`config.mk`:
```
export PLATFORM = sky130hd
export DESIGN_NAME = dpl_limit_regs
export DESIGN_NICKNAME = d
export VERILOG_FILES = /design/src/dpl_pkg.sv /design/src/dpl_limit_regs.sv
export SDC_FILE = /design/constraint.sdc
export NUM_CORES = 1
export LEC_CHECK = 0
export BUFFER_PORTS_ARGS = -buffer_cell sky130_fd_sc_hd__buf_2
export CAP_MARGIN = 20
export CELL_PAD_IN_SITES_DETAIL_PLACEMENT = 2
export CELL_PAD_IN_SITES_GLOBAL_PLACEMENT = 2
export CORE_ASPECT_RATIO = 0.7
export CORE_MARGIN = 1
export CORE_UTILIZATION = 31
export DETAILED_ROUTE_END_ITERATION = 16
export PLACE_DENSITY_LB_ADDON = 0.1
export RECOVER_POWER = 100
export SYNTH_ARGS = -nofsm -noshare
export SYNTH_HDL_FRONTEND = slang
export SYNTH_SLANG_ARGS = --single-unit
```
`constraint.sdc`:
```
create_clock -name ref_clk -period 4.4 [get_ports ref_clk]
set_input_delay 0.88 -clock ref_clk [delete_from_list [all_inputs] [get_ports ref_clk]]
set_output_delay 0.88 -clock ref_clk [all_outputs]
set_load 0.005 [all_outputs]
```
`src/dpl_pkg.sv`:
```
package dpl_pkg;
    localparam int ADDR_W = 8;
    localparam int DATA_W = 8;
    localparam int BOUND_W = 10;
    localparam int OFFS_W = 16;
    localparam logic [7:0] LIMIT_LOW_ADDR = 8'h41;
    localparam logic [7:0] LIMIT_HIGH_ADDR = 8'h42;
    localparam logic [7:0] LIMIT_LOW_RST = 8'h76;
    localparam logic [1:0] LIMIT_HIGH_RST = 2'h0;
    localparam int HIGH_LSB = 0;
    localparam int HIGH_MSB = 1;
endpackage : dpl_pkg

```
`src/dpl_limit_regs.sv`:
```
// Our own choice: the plain strobed port.
`timescale 1ns/1ps
module dpl_limit_regs (
    input wire logic ref_clk,
    input wire logic srst,
    input wire logic [dpl_pkg::ADDR_W-1:0] reg_addr,
    input wire logic [dpl_pkg::DATA_W-1:0] reg_wdata,
    input wire logic reg_wr,
    input wire logic reg_rd,
    output logic [dpl_pkg::DATA_W-1:0] reg_rdata,
    input wire logic signed [dpl_pkg::OFFS_W-1:0] main_equipment_loop_offs,
    input wire logic signed [dpl_pkg::OFFS_W-1:0] aux_bits_loop_offs,
    output logic [dpl_pkg::BOUND_W-1:0] loop_freq_bound,
    output logic signed [dpl_pkg::OFFS_W-1:0] main_equipment_loop_clamped,
    output logic signed [dpl_pkg::OFFS_W-1:0] aux_bits_loop_clamped
);
    logic [7:0] low_reg;
    logic [7:0] low_next;
    logic [1:0] high_reg;
    logic [1:0] high_next;
    logic [7:0] rdata_reg;
    logic [7:0] rdata_next;
    logic [dpl_pkg::BOUND_W-1:0] bound_reg;
    logic [dpl_pkg::BOUND_W-1:0] bound_next;
    logic signed [dpl_pkg::OFFS_W-1:0] offs_in [2];
    logic signed [dpl_pkg::OFFS_W-1:0] clamp_reg [2];
    logic signed [dpl_pkg::OFFS_W-1:0] clamp_next [2];
    logic signed [dpl_pkg::OFFS_W-1:0] pos_lim;
    logic signed [dpl_pkg::OFFS_W-1:0] neg_lim;

    always_comb begin
        low_next = low_reg;
        high_next = high_reg;
        rdata_next = 8'h00;
        if (reg_wr && reg_addr == dpl_pkg::LIMIT_LOW_ADDR) begin
            low_next = reg_wdata;
        end
        if (reg_wr && reg_addr == dpl_pkg::LIMIT_HIGH_ADDR) begin
            high_next = reg_wdata[dpl_pkg::HIGH_MSB:dpl_pkg::HIGH_LSB];
        end
        if (reg_rd) begin
            if (reg_addr == dpl_pkg::LIMIT_LOW_ADDR) begin
                rdata_next = low_reg;
            end else if (reg_addr == dpl_pkg::LIMIT_HIGH_ADDR) begin
                rdata_next = {6'h00, high_reg};
            end
        end
        bound_next = {high_reg, low_reg};
    end

    always_ff @(posedge ref_clk) begin
        if (srst) begin
            low_reg <= dpl_pkg::LIMIT_LOW_RST;
            high_reg <= dpl_pkg::LIMIT_HIGH_RST;
            rdata_reg <= 8'h00;
            bound_reg <= {dpl_pkg::LIMIT_HIGH_RST, dpl_pkg::LIMIT_LOW_RST};
        end else begin
            low_reg <= low_next;
            high_reg <= high_next;
            rdata_reg <= rdata_next;
            bound_reg <= bound_next;
        end
    end

    assign offs_in[0] = main_equipment_loop_offs;
    assign offs_in[1] = aux_bits_loop_offs;
    assign pos_lim = $signed({6'h00, bound_reg});
    assign neg_lim = -pos_lim;

    // Same bound serves both loops
    for (genvar i = 0; i < 2; i++) begin : g_clamp
        always_comb begin
            if (offs_in[i] > pos_lim) begin
                clamp_next[i] = pos_lim;
            end else if (offs_in[i] < neg_lim) begin
                clamp_next[i] = neg_lim;
            end else begin
                clamp_next[i] = offs_in[i];
            end
        end
        always_ff @(posedge ref_clk) begin
            if (srst) begin
                clamp_reg[i] <= 16'h0000;
            end else begin
                clamp_reg[i] <= clamp_next[i];
            end
        end
    end

    assign reg_rdata = rdata_reg;
    assign loop_freq_bound = bound_reg;
    assign main_equipment_loop_clamped = clamp_reg[0];
    assign aux_bits_loop_clamped = clamp_reg[1];

    // Antecedents exclude the reset cycle, except the $past(srst) reset-value checks: reset wins over any strobe or offset there
    AST_LOW_RW: assert property (@(posedge ref_clk) disable iff (srst)
        !srst && reg_wr && reg_addr == dpl_pkg::LIMIT_LOW_ADDR
        ##1 !srst && reg_rd && reg_addr == dpl_pkg::LIMIT_LOW_ADDR
        |=> reg_rdata == $past(reg_wdata, 2))
        else $error("low byte readback mismatch");

    AST_LOW_WR: assert property (@(posedge ref_clk) disable iff (srst)
        !srst && reg_wr && reg_addr == dpl_pkg::LIMIT_LOW_ADDR
        |=> low_reg == $past(reg_wdata))
        else $error("low byte write not stored");

    AST_LOW_HOLD: assert property (@(posedge ref_clk) disable iff (srst)
        !srst && !(reg_wr && reg_addr == dpl_pkg::LIMIT_LOW_ADDR)
        |=> low_reg == $past(low_reg))
        else $error("low byte changed without a write");

    AST_LOW_RD: assert property (@(posedge ref_clk) disable iff (srst)
        !srst && reg_rd && reg_addr == dpl_pkg::LIMIT_LOW_ADDR
        |=> reg_rdata == $past(low_reg))
        else $error("low byte read data wrong");

    AST_RDATA_IDLE: assert property (@(posedge ref_clk) disable iff (srst)
        !srst && !reg_rd
        |=> reg_rdata == 8'h00)
        else $error("read data not zero outside a read");

    AST_UNMAPPED_RD: assert property (@(posedge ref_clk) disable iff (srst)
        !srst && reg_rd && reg_addr != dpl_pkg::LIMIT_LOW_ADDR
        && reg_addr != dpl_pkg::LIMIT_HIGH_ADDR
        |=> reg_rdata == 8'h00)
        else $error("unmapped read not zero");

    AST_LOW_RST: assert property (@(posedge ref_clk)
        $past(srst)
        |-> low_reg == dpl_pkg::LIMIT_LOW_RST)
        else $error("low byte reset value wrong");

    AST_BOUND_RST: assert property (@(posedge ref_clk)
        $past(srst)
        |-> loop_freq_bound == {dpl_pkg::LIMIT_HIGH_RST, dpl_pkg::LIMIT_LOW_RST})
        else $error("bound reset value wrong");

    AST_HIGH_RD: assert property (@(posedge ref_clk) disable iff (srst)
        !srst && reg_rd && reg_addr == dpl_pkg::LIMIT_HIGH_ADDR
        |=> reg_rdata[dpl_pkg::DATA_W-1:dpl_pkg::HIGH_MSB+1] == 6'h00
        && reg_rdata[dpl_pkg::HIGH_MSB:dpl_pkg::HIGH_LSB] == $past(high_reg))
        else $error("high register readback wrong");

    AST_HIGH_WR: assert property (@(posedge ref_clk) disable iff (srst)
        !srst && reg_wr && reg_addr == dpl_pkg::LIMIT_HIGH_ADDR
        |=> high_reg == $past(reg_wdata[dpl_pkg::HIGH_MSB:dpl_pkg::HIGH_LSB]))
        else $error("high register write not stored");

    AST_HIGH_HOLD: assert property (@(posedge ref_clk) disable iff (srst)
        !srst && !(reg_wr && reg_addr == dpl_pkg::LIMIT_HIGH_ADDR)
        |=> high_reg == $past(high_reg))
        else $error("high register changed without a write");

    AST_HIGH_RST: assert property (@(posedge ref_clk)
        $past(srst)
        |-> high_reg == dpl_pkg::LIMIT_HIGH_RST)
        else $error("high register reset value wrong");

    AST_BOUND: assert property (@(posedge ref_clk) disable iff (srst)
        !srst
        |=> loop_freq_bound == {$past(high_reg), $past(low_reg)})
        else $error("bound not formed from registers");

    AST_CLAMP_MAG: assert property (@(posedge ref_clk) disable iff (srst)
        !srst
        |=> main_equipment_loop_clamped <= $past(pos_lim)
        && main_equipment_loop_clamped >= $past(neg_lim)
        && aux_bits_loop_clamped <= $past(pos_lim)
        && aux_bits_loop_clamped >= $past(neg_lim))
        else $error("clamped offset exceeds bound");

    AST_CLAMP_PASS: assert property (@(posedge ref_clk) disable iff (srst)
        !srst && aux_bits_loop_offs <= pos_lim && aux_bits_loop_offs >= neg_lim
        |=> aux_bits_loop_clamped == $past(aux_bits_loop_offs))
        else $error("in-range offset altered");

    AST_MAIN_PASS: assert property (@(posedge ref_clk) disable iff (srst)
        !srst && main_equipment_loop_offs <= pos_lim && main_equipment_loop_offs >= neg_lim
        |=> main_equipment_loop_clamped == $past(main_equipment_loop_offs))
        else $error("in-range main offset altered");

    AST_CLAMP_NEG: assert property (@(posedge ref_clk) disable iff (srst)
        !srst && main_equipment_loop_offs < neg_lim
        |=> main_equipment_loop_clamped == $past(neg_lim))
        else $error("negative clamp wrong");

    AST_AUX_NEG: assert property (@(posedge ref_clk) disable iff (srst)
        !srst && aux_bits_loop_offs < neg_lim
        |=> aux_bits_loop_clamped == $past(neg_lim))
        else $error("negative aux clamp wrong");

    AST_MAIN_POS: assert property (@(posedge ref_clk) disable iff (srst)
        !srst && main_equipment_loop_offs > pos_lim
        |=> main_equipment_loop_clamped == $past(pos_lim))
        else $error("positive main clamp wrong");

    AST_AUX_POS: assert property (@(posedge ref_clk) disable iff (srst)
        !srst && aux_bits_loop_offs > pos_lim
        |=> aux_bits_loop_clamped == $past(pos_lim))
        else $error("positive aux clamp wrong");

    AST_MAIN_SIGN: assert property (@(posedge ref_clk) disable iff (srst)
        !srst && main_equipment_loop_offs < 16'sh0000
        |=> main_equipment_loop_clamped <= 16'sh0000)
        else $error("main clamp lost the sign");

    AST_AUX_SIGN: assert property (@(posedge ref_clk) disable iff (srst)
        !srst && aux_bits_loop_offs > 16'sh0000
        |=> aux_bits_loop_clamped >= 16'sh0000)
        else $error("aux clamp lost the sign");

    AST_CLAMP_RST: assert property (@(posedge ref_clk)
        $past(srst)
        |-> main_equipment_loop_clamped == 16'h0000 && aux_bits_loop_clamped == 16'h0000)
        else $error("clamped outputs not cleared by reset");

    COV_LOW_WR: cover property (@(posedge ref_clk) reg_wr && reg_addr == dpl_pkg::LIMIT_LOW_ADDR);
    COV_HIGH_WR: cover property (@(posedge ref_clk) reg_wr && reg_addr == dpl_pkg::LIMIT_HIGH_ADDR);
    COV_CLAMP_POS: cover property (@(posedge ref_clk) main_equipment_loop_offs > pos_lim);
    COV_CLAMP_NEG: cover property (@(posedge ref_clk) aux_bits_loop_offs < neg_lim);
    COV_RD_AFTER_WR: cover property (@(posedge ref_clk) !srst && reg_wr ##1 reg_rd);
endmodule : dpl_limit_regs

```
==> results.sh, run 1 <==
export IMPL_ys_seq_area_frac=0.3320
export IMPL_vias_per_cell=5.236
export IMPL_syn_area_per_cell_um2=9.115
export IMPL_synth_async_sr_flop_share=0
export IMPL_p_int_w=0.001219
export IMPL_htreeDepth=3
export IMPL_ys_seq_elements=60
export IMPL_design_area_mm2=0.004616
export IMPL_cp_max_fo=14
export IMPL_fin_crit_sh=0.9381
export IMPL_rrSetupSlack_ns=0.27
export IMPL_hold_viol_final=0
export IMPL_wl_per_cell_um=20.51
export IMPL_syn_inst=397
export IMPL_netlist_top_cells_area="dfxtp_1, ha_1, mux2i_1, a21oi_1, o21a_1"
export IMPL_crit_path_end_kind="flip-flop"
export IMPL_cts_buffers=9
export IMPL_hold_start="low_reg[5]$_SDFFE_PP1P_"
export IMPL_status="completed"
export IMPL_diodes=0
export IMPL_die_area_mm2=0.01212
export IMPL_crit_type="reg2reg"
export IMPL_layout_commonest_cell="buf_2"
export IMPL_r2r_start="loop_freq_bound[1]$_SDFF_PP1_"
export IMPL_synthFlopType="dfxtp_1"
export IMPL_rsz0062_at_grt="false"
export IMPL_synthDistinctLibCells=52
export IMPL_seqPwrFrac=0.359
export IMPL_gp_congestion=0.9105
export IMPL_cts_max_path_buffers=2
export IMPL_required_ns=4.55
export IMPL_fmax_mhz=242.3
export IMPL_vdd_drop_max_v=0.0001527
export IMPL_core_area_mm2=0.01117
export IMPL_clk_pin_slew_ns=0.05
export IMPL_synth_warnings=0
export IMPL_clk_latency_ns=0.33
export IMPL_mostFrequentLayoutCells="buf_2, dfxtp_1, ha_1, clkbuf_1, a21oi_1"
export IMPL_timing_slew_headroom=0.08254
export IMPL_synth_top_cell_by_area="dfxtp_1"
export IMPL_hpwl_um=10670
export IMPL_slew_violations=0
export IMPL_synth_edff_count=0
export IMPL_syn2layout_area_growth_pct=27.56
export IMPL_postCtsSetupBuffers=0
export IMPL_power_switching_w=0.0003660
export IMPL_finalSetupViolCount=0
export IMPL_placed_area_mm2=0.004318
export IMPL_hold_path_end="loop_freq_bound[5]$_SDFF_PP1_"
export IMPL_grt_pass1_wl_um=21270
export IMPL_grt_antenna_before_repair=0
export IMPL_cts_hold_fix_buffers=0
export IMPL_p_leak_nw=2.154
export IMPL_drc_errors=0
export IMPL_drtAntennaViolNets=0
export IMPL_power_density_mw_per_mm2=343.4
export IMPL_fp_dieW_um=131.1
export IMPL_start_util=0.3239
export IMPL_drv_cap=0
export IMPL_grt_total_usage=0.2316
export IMPL_tightestPinTransition_ns=1.376
export IMPL_drt_initial_drc_count=133
export IMPL_skew_ns=0.007572
export IMPL_power_share_switching=0.2309
export IMPL_io_buffers=101
export IMPL_finalNetCount=605
export IMPL_gr_total_overflow=0
export IMPL_r2r_end="clamp_reg[0][4]$_SDFF_PP0_"
export IMPL_syn_area_mm2=0.003618
export IMPL_die_h_um=92.39
export IMPL_combPwrFrac=0.114
export IMPL_drive_gt1_frac=0.2122
export IMPL_tritoncts="yes"
export IMPL_crit_arrival_ns=4.28
export IMPL_holdPathStages=1
export IMPL_holdCritPathClass="reg2reg"
export IMPL_io_pin_count=102
export IMPL_clock_sinks=60
export IMPL_root_buffer="clkbuf_16"
export IMPL_vias=3466
export IMPL_grt_max_degree=28
export IMPL_grt_pass1_vias=3664
export IMPL_worst_setup_path_start_kind="flip-flop"
export IMPL_fin_crit_ns=4.128
export IMPL_reg2reg_depth=14
export IMPL_syn_nets=498
export IMPL_dr_pass1_iters=4
export IMPL_post_cts_resized=0
export IMPL_fin_tns_setup_ns=0
export IMPL_routed_wl_um=13580
export IMPL_largest_register_ffs=32
export IMPL_synth_top_cell_area_share=0.3320
export IMPL_clkPwrFrac=0.527
export IMPL_num_rows=32
-- routing by layer --
| layer | vias up | track usage | wire [um] |
|---|---|---|---|
| met2 | 69 | 0.3750 | 6150 |
| met5 | - | 0 | 0 |
| met3 | 7 | 0.04105 | 681 |
| met1 | 1718 | 0.3221 | 6670 |
| met4 | 0 | 0.04412 | 76 |
| li1 | 1672 | - | - |
-- worst max path at each step --
stage                             startpoint                         end  slack [ns]  cells after the start
3_3_place_gp   loop_freq_bound[1]$_SDFF_PP1_  clamp_reg[1][6]$_SDFF_PP0_        0.73                     16
2_1_floorplan  loop_freq_bound[1]$_SDFF_PP1_  clamp_reg[1][1]$_SDFF_PP0_        1.10                     16
6_report       loop_freq_bound[1]$_SDFF_PP1_  clamp_reg[0][4]$_SDFF_PP0_        0.27                     14
3_5_place_dp   loop_freq_bound[1]$_SDFF_PP1_  clamp_reg[1][5]$_SDFF_PP0_        0.51                     16
4_1_cts        loop_freq_bound[1]$_SDFF_PP1_  clamp_reg[1][5]$_SDFF_PP0_        0.41                     16
5_1_grt        loop_freq_bound[1]$_SDFF_PP1_  clamp_reg[1][5]$_SDFF_PP0_        0.01                     16
-- worst max-delay path, stage by stage, from the launching register on --
cell	delay [ns]
dfxtp_1	0.35
inv_1	0.12
ha_1	0.28
and3_1	0.26
nand2_1	0.13
or4_1	0.46
xnor2_1	0.36
inv_1	0.12
ha_1	0.20
maj3_1	0.34
a21o_1	0.21
mux2i_4	0.14
clkbuf_1	0.56
mux2i_1	0.30
a21oi_1	0.13
-- cells in the mapped netlist (2+ instances only) --
master / instances
mux2i_1: 22
clkbuf_1: 10
inv_1: 20
buf_6: 2
a211oi_1: 3
o31ai_1: 2
nor3_1: 15
xnor2_1: 6
a22oi_1: 2
nor2b_1: 13
o41ai_1: 2
nor2_1: 17
ha_1: 49
xor2_1: 2
dfxtp_1: 60
o21ai_0: 20
o21bai_1: 4
a32oi_1: 3
nand3_1: 18
a21oi_1: 28
a21o_1: 6
o211ai_1: 3
or4b_1: 2
or2_2: 7
o32ai_1: 2
buf_2: 4
nand4_1: 6
or4_1: 4
o21a_1: 18
and2_1: 7
nand2_1: 17
and3_1: 3
-- kinds of logic (layout without fill, tap and decap cells) --
logic type | after synthesis | in the layout | share of synthesized area
AOI/OAI and AO/OA | 103 | 103 | 0.1885
xor gates and xnor gates | 9 | 9 | 0.02386
adders and majority gates | 50 | 50 | 0.1725
buffers and inverters | 37 | 149 | 0.04391
DFF | 60 | 60 | 0.3319
muxes | 23 | 23 | 0.06708
and+or+nand+nor | 115 | 115 | 0.1722
-- final cells by class --
class	count	area, um^2
clock buffers	12	256.5
clock inverters	4	95.09
fillers	1297	6555
inverters	21	78.83
multi-input cells	300	2252
flip-flops and latches	60	1201
well taps	153	191.4
repair buffers	112	540.5
-- power groups by stage --
stage / combinational (W) / clock, W / sequential (W)
3_5_place_dp: 0.000183 / 0 / 0.000579
2_1_floorplan: 0.0000874 / 0 / 0.000582
6_report: 0.000180 / 0.000836 / 0.000569
5_1_grt: 0.000200 / 0.000880 / 0.000570
3_3_place_gp: 0.000176 / 0 / 0.000579
4_1_cts: 0.000187 / 0.000855 / 0.000568
-- stage by stage --
| step | total power [W] | cells | util | hold WS, ns | worst slack, ns |
|---|---|---|---|---|---|
| 2_1_floorplan | 0.0006692 | 397 | - | 0.4316 | 1.096 |
| 3_3_place_gp | 0.0007556 | 646 | 0.3865 | 0.4486 | 0.7282 |
| 3_5_place_dp | 0.0007622 | 646 | 0.3865 | 0.4601 | 0.5092 |
| 4_1_cts | 0.001610 | 662 | 0.4180 | 0.4711 | 0.4078 |
| 5_1_grt | 0.001649 | 662 | 0.4132 | 0.4882 | 0.01432 |
| 6_report | 0.001585 | 662 | 0.4132 | 0.4795 | 0.2722 |
Power figures use the tool's default switching activity.
==> run 2: changes to the inputs <==
--- a/config.mk
+++ b/config.mk
@@ -5,15 +5,16 @@
 export SDC_FILE = /design/constraint.sdc
 export NUM_CORES = 1
 export LEC_CHECK = 0
+export ABC_AREA = 1
 export BUFFER_PORTS_ARGS = -buffer_cell sky130_fd_sc_hd__buf_2
 export CAP_MARGIN = 20
 export CELL_PAD_IN_SITES_DETAIL_PLACEMENT = 2
 export CELL_PAD_IN_SITES_GLOBAL_PLACEMENT = 2
 export CORE_ASPECT_RATIO = 0.7
 export CORE_MARGIN = 1
-export CORE_UTILIZATION = 31
+export CORE_UTILIZATION = 29
 export DETAILED_ROUTE_END_ITERATION = 16
-export PLACE_DENSITY_LB_ADDON = 0.1
+export PLACE_DENSITY = 0.8
 export RECOVER_POWER = 100
 export SYNTH_ARGS = -nofsm -noshare
 export SYNTH_HDL_FRONTEND = slang
==> run 2 against run 1 <==
Register-to-register slack better by 0.28 ns. Flip-flop and latch count unchanged. Hold slack worse by 0.042 ns. Combinational power down 4%. Cell area up 0.49%. Total power down 2.4%. Fmax up 7.2%. Sequential share of layout area down 0.13 points.
==> results.sh, run 2 <==
export IMPL_p_leak_nw=2.467
export IMPL_required_ns=4.63
export IMPL_synthFlopType="dfxtp_1"
export IMPL_gr_total_overflow=0
export IMPL_cts_max_path_buffers=2
export IMPL_skew_ns=0.009331
export IMPL_post_cts_resized=0
export IMPL_vias_per_cell=4.953
export IMPL_finalSetupViolCount=0
export IMPL_fin_crit_ns=3.850
export IMPL_holdCritPathClass="reg2reg"
export IMPL_cts_buffers=9
export IMPL_synth_async_sr_flop_share=0
export IMPL_synth_top_cell_by_area="dfxtp_1"
export IMPL_drc_errors=0
export IMPL_status="completed"
export IMPL_grt_max_degree=18
export IMPL_synthDistinctLibCells=39
export IMPL_diodes=0
export IMPL_vias=3873
export IMPL_synth_warnings=0
export IMPL_tightestPinTransition_ns=0.9896
export IMPL_netlist_top_cells_area="dfxtp_1, ha_1, nand2_1, nand3_1, inv_1"
export IMPL_mostFrequentLayoutCells="nand2_1, buf_2, inv_1, dfxtp_1, nand3_1"
export IMPL_grt_pass1_wl_um=23050
export IMPL_largest_register_ffs=32
export IMPL_drive_gt1_frac=0.1758
export IMPL_timing_slew_headroom=0.3333
export IMPL_num_rows=34
export IMPL_gp_congestion=0.8418
export IMPL_power_density_mw_per_mm2=333.3
export IMPL_syn_nets=612
export IMPL_clk_latency_ns=0.34
export IMPL_fmax_mhz=259.7
export IMPL_post_synth_top_count_cell="nand2_1"
export IMPL_ys_seq_area_frac=0.3239
export IMPL_syn2layout_area_growth_pct=25.07
export IMPL_fin_crit_sh=0.8750
export IMPL_clock_sinks=60
export IMPL_cts_hold_fix_buffers=0
export IMPL_clk_pin_slew_ns=0.05
export IMPL_instances_no_fill=782
export IMPL_slew_violations=0
export IMPL_fillers=1516
export IMPL_drt_initial_drc_count=151
export IMPL_rsz0062_at_grt="false"
export IMPL_worst_setup_path_start_kind="flip-flop"
export IMPL_crit_path_end_kind="flip-flop"
export IMPL_syn_area_per_cell_um2=7.257
export IMPL_synth_top_cell_area_share=0.3239
export IMPL_dp_cells=766
export IMPL_layout_commonest_cell="nand2_1"
export IMPL_grt_pass1_vias=4158
export IMPL_wl_per_cell_um=18.91
export IMPL_dr_pass1_iters=4
export IMPL_drtAntennaViolNets=0
export IMPL_postCtsSetupBuffers=0
export IMPL_ys_seq_elements=60
export IMPL_synthTopCellsByCount="nand2_1, inv_1, dfxtp_1, nand3_1, ha_1"
export IMPL_io_pin_count=102
export IMPL_hpwl_um=12000
export IMPL_crit_type="reg2reg"
export IMPL_core_area_mm2=0.01246
export IMPL_vdd_drop_max_v=0.0002478
export IMPL_routed_wl_um=14790
export IMPL_htreeDepth=3
export IMPL_drv_cap=0
export IMPL_fp_dieW_um=137.2
export IMPL_hold_viol_final=0
export IMPL_io_buffers=101
export IMPL_start_util=0.2975
export IMPL_die_h_um=96.62
export IMPL_design_area_mm2=0.004638
export IMPL_crit_arrival_ns=4.08
export IMPL_finalNetCount=716
export IMPL_synth_edff_count=0
export IMPL_die_area_mm2=0.01325
export IMPL_root_buffer="clkbuf_16"
export IMPL_placed_area_mm2=0.004369
export IMPL_syn_area_mm2=0.003709
export IMPL_grt_antenna_before_repair=0
export IMPL_grt_total_usage=0.2359
export IMPL_fin_tns_setup_ns=0
export IMPL_cp_max_fo=17
export IMPL_tritoncts="yes"
export IMPL_syn_inst=511
-- run 2: changes by cell type after synthesis, moves of 8 or more --
cell,before,now
nand2_1,17,109
inv_1,20,63
nand3_1,18,52
nor2_1,17,43
mux2i_1,22,0
o21a_1,18,1
a21oi_1,28,44
nor2b_1,13,0
nor3_1,15,5
inv_2,0,8
nand2_2,0,8
-- run 2: area by class of cell --
class	instances	area (um^2)	share of cell area
Tap cell	162	202.7	0.04370
Timing Repair Buffer	102	469.2	0.1012
Clock buffer	13	270.3	0.05827
Sequential cell	60	1201	0.2590
Clock inverter	3	67.56	0.01457
Multi-Input combinational cell	368	2147	0.4629
Inverter	74	280.3	0.06043
-- run 2: path summary, 6_finish.rpt --
check | startpoint | endpoint | slack (ns) | cells past startpoint
max | loop_freq_bound[1]$_SDFF_PP1_ | clamp_reg[0][5]$_SDFF_PP0_ | 0.55 | 19
min | low_reg[2]$_SDFFE_PP1P_ | loop_freq_bound[2]$_SDFF_PP1_ | 0.44 | 2
max reg2reg | loop_freq_bound[1]$_SDFF_PP1_ | clamp_reg[0][5]$_SDFF_PP0_ | 0.55 | 19
min reg2reg | low_reg[2]$_SDFFE_PP1P_ | loop_freq_bound[2]$_SDFF_PP1_ | 0.44 | 2
-- run 2: cell families (layout without fill, tap and decap cells) --
logic type | after synthesis | after routing | share of synthesized area
AOI/OAI and AO/OA | 76 | 76 | 0.1120
xor gates and xnor gates | 6 | 6 | 0.01417
adders and majority gates | 49 | 49 | 0.1653
buffers and inverters | 83 | 192 | 0.09042
DFF | 60 | 60 | 0.3239
and+or+nand+nor | 237 | 237 | 0.2942
-- run 2: worst max-delay path, cell delays in order, from the launching register on --
cell and delay [ns]:
dfxtp_1 0.39, inv_1 0.18, ha_1 0.22, nand2_1 0.09, nor3_1 0.29, nand3_1 0.21, nor3_1 0.39, ha_1 0.32
nand2_1 0.09, inv_1 0.05, nand3_1 0.12, nor2_1 0.06, nand2_1 0.07, nor2_1 0.04, a21oi_1 0.20, nand3_1 0.41
nand2_4 0.35, nand2_1 0.09, nand3_1 0.11, nand2_1 0.05
-- run 2: per-stage QoR --
step	power (W)	utilization	hold WS, ns	setup slack [ns]
after floorplan	0.0006688	-	0.4007	1.633
after global placement	0.0007463	0.3505	0.4140	1.063
after detailed placement	0.0007559	0.3505	0.4276	0.8031
after CTS	0.001571	0.3776	0.4421	0.7921
after global routing	0.001612	0.3721	0.4651	0.2921
final	0.001546	0.3721	0.4373	0.5500
-- run 2: power breakdown --
part | switching [W] | leakage (nW) | internal [W]
Combinational | 0.000109 | 1.81 | 0.0000635
Sequential | 0.00000681 | 0.492 | 0.000563
Clock | 0.000262 | 0.162 | 0.000542
Total | 0.000378 | 2.47 | 0.00117
-- run 2: routing by layer --
metal  routed length, um  track usage
met3                 698      0.04403
met2                6675       0.3652
met4                 204      0.06424
met1                7212       0.3318
met5                   0            0
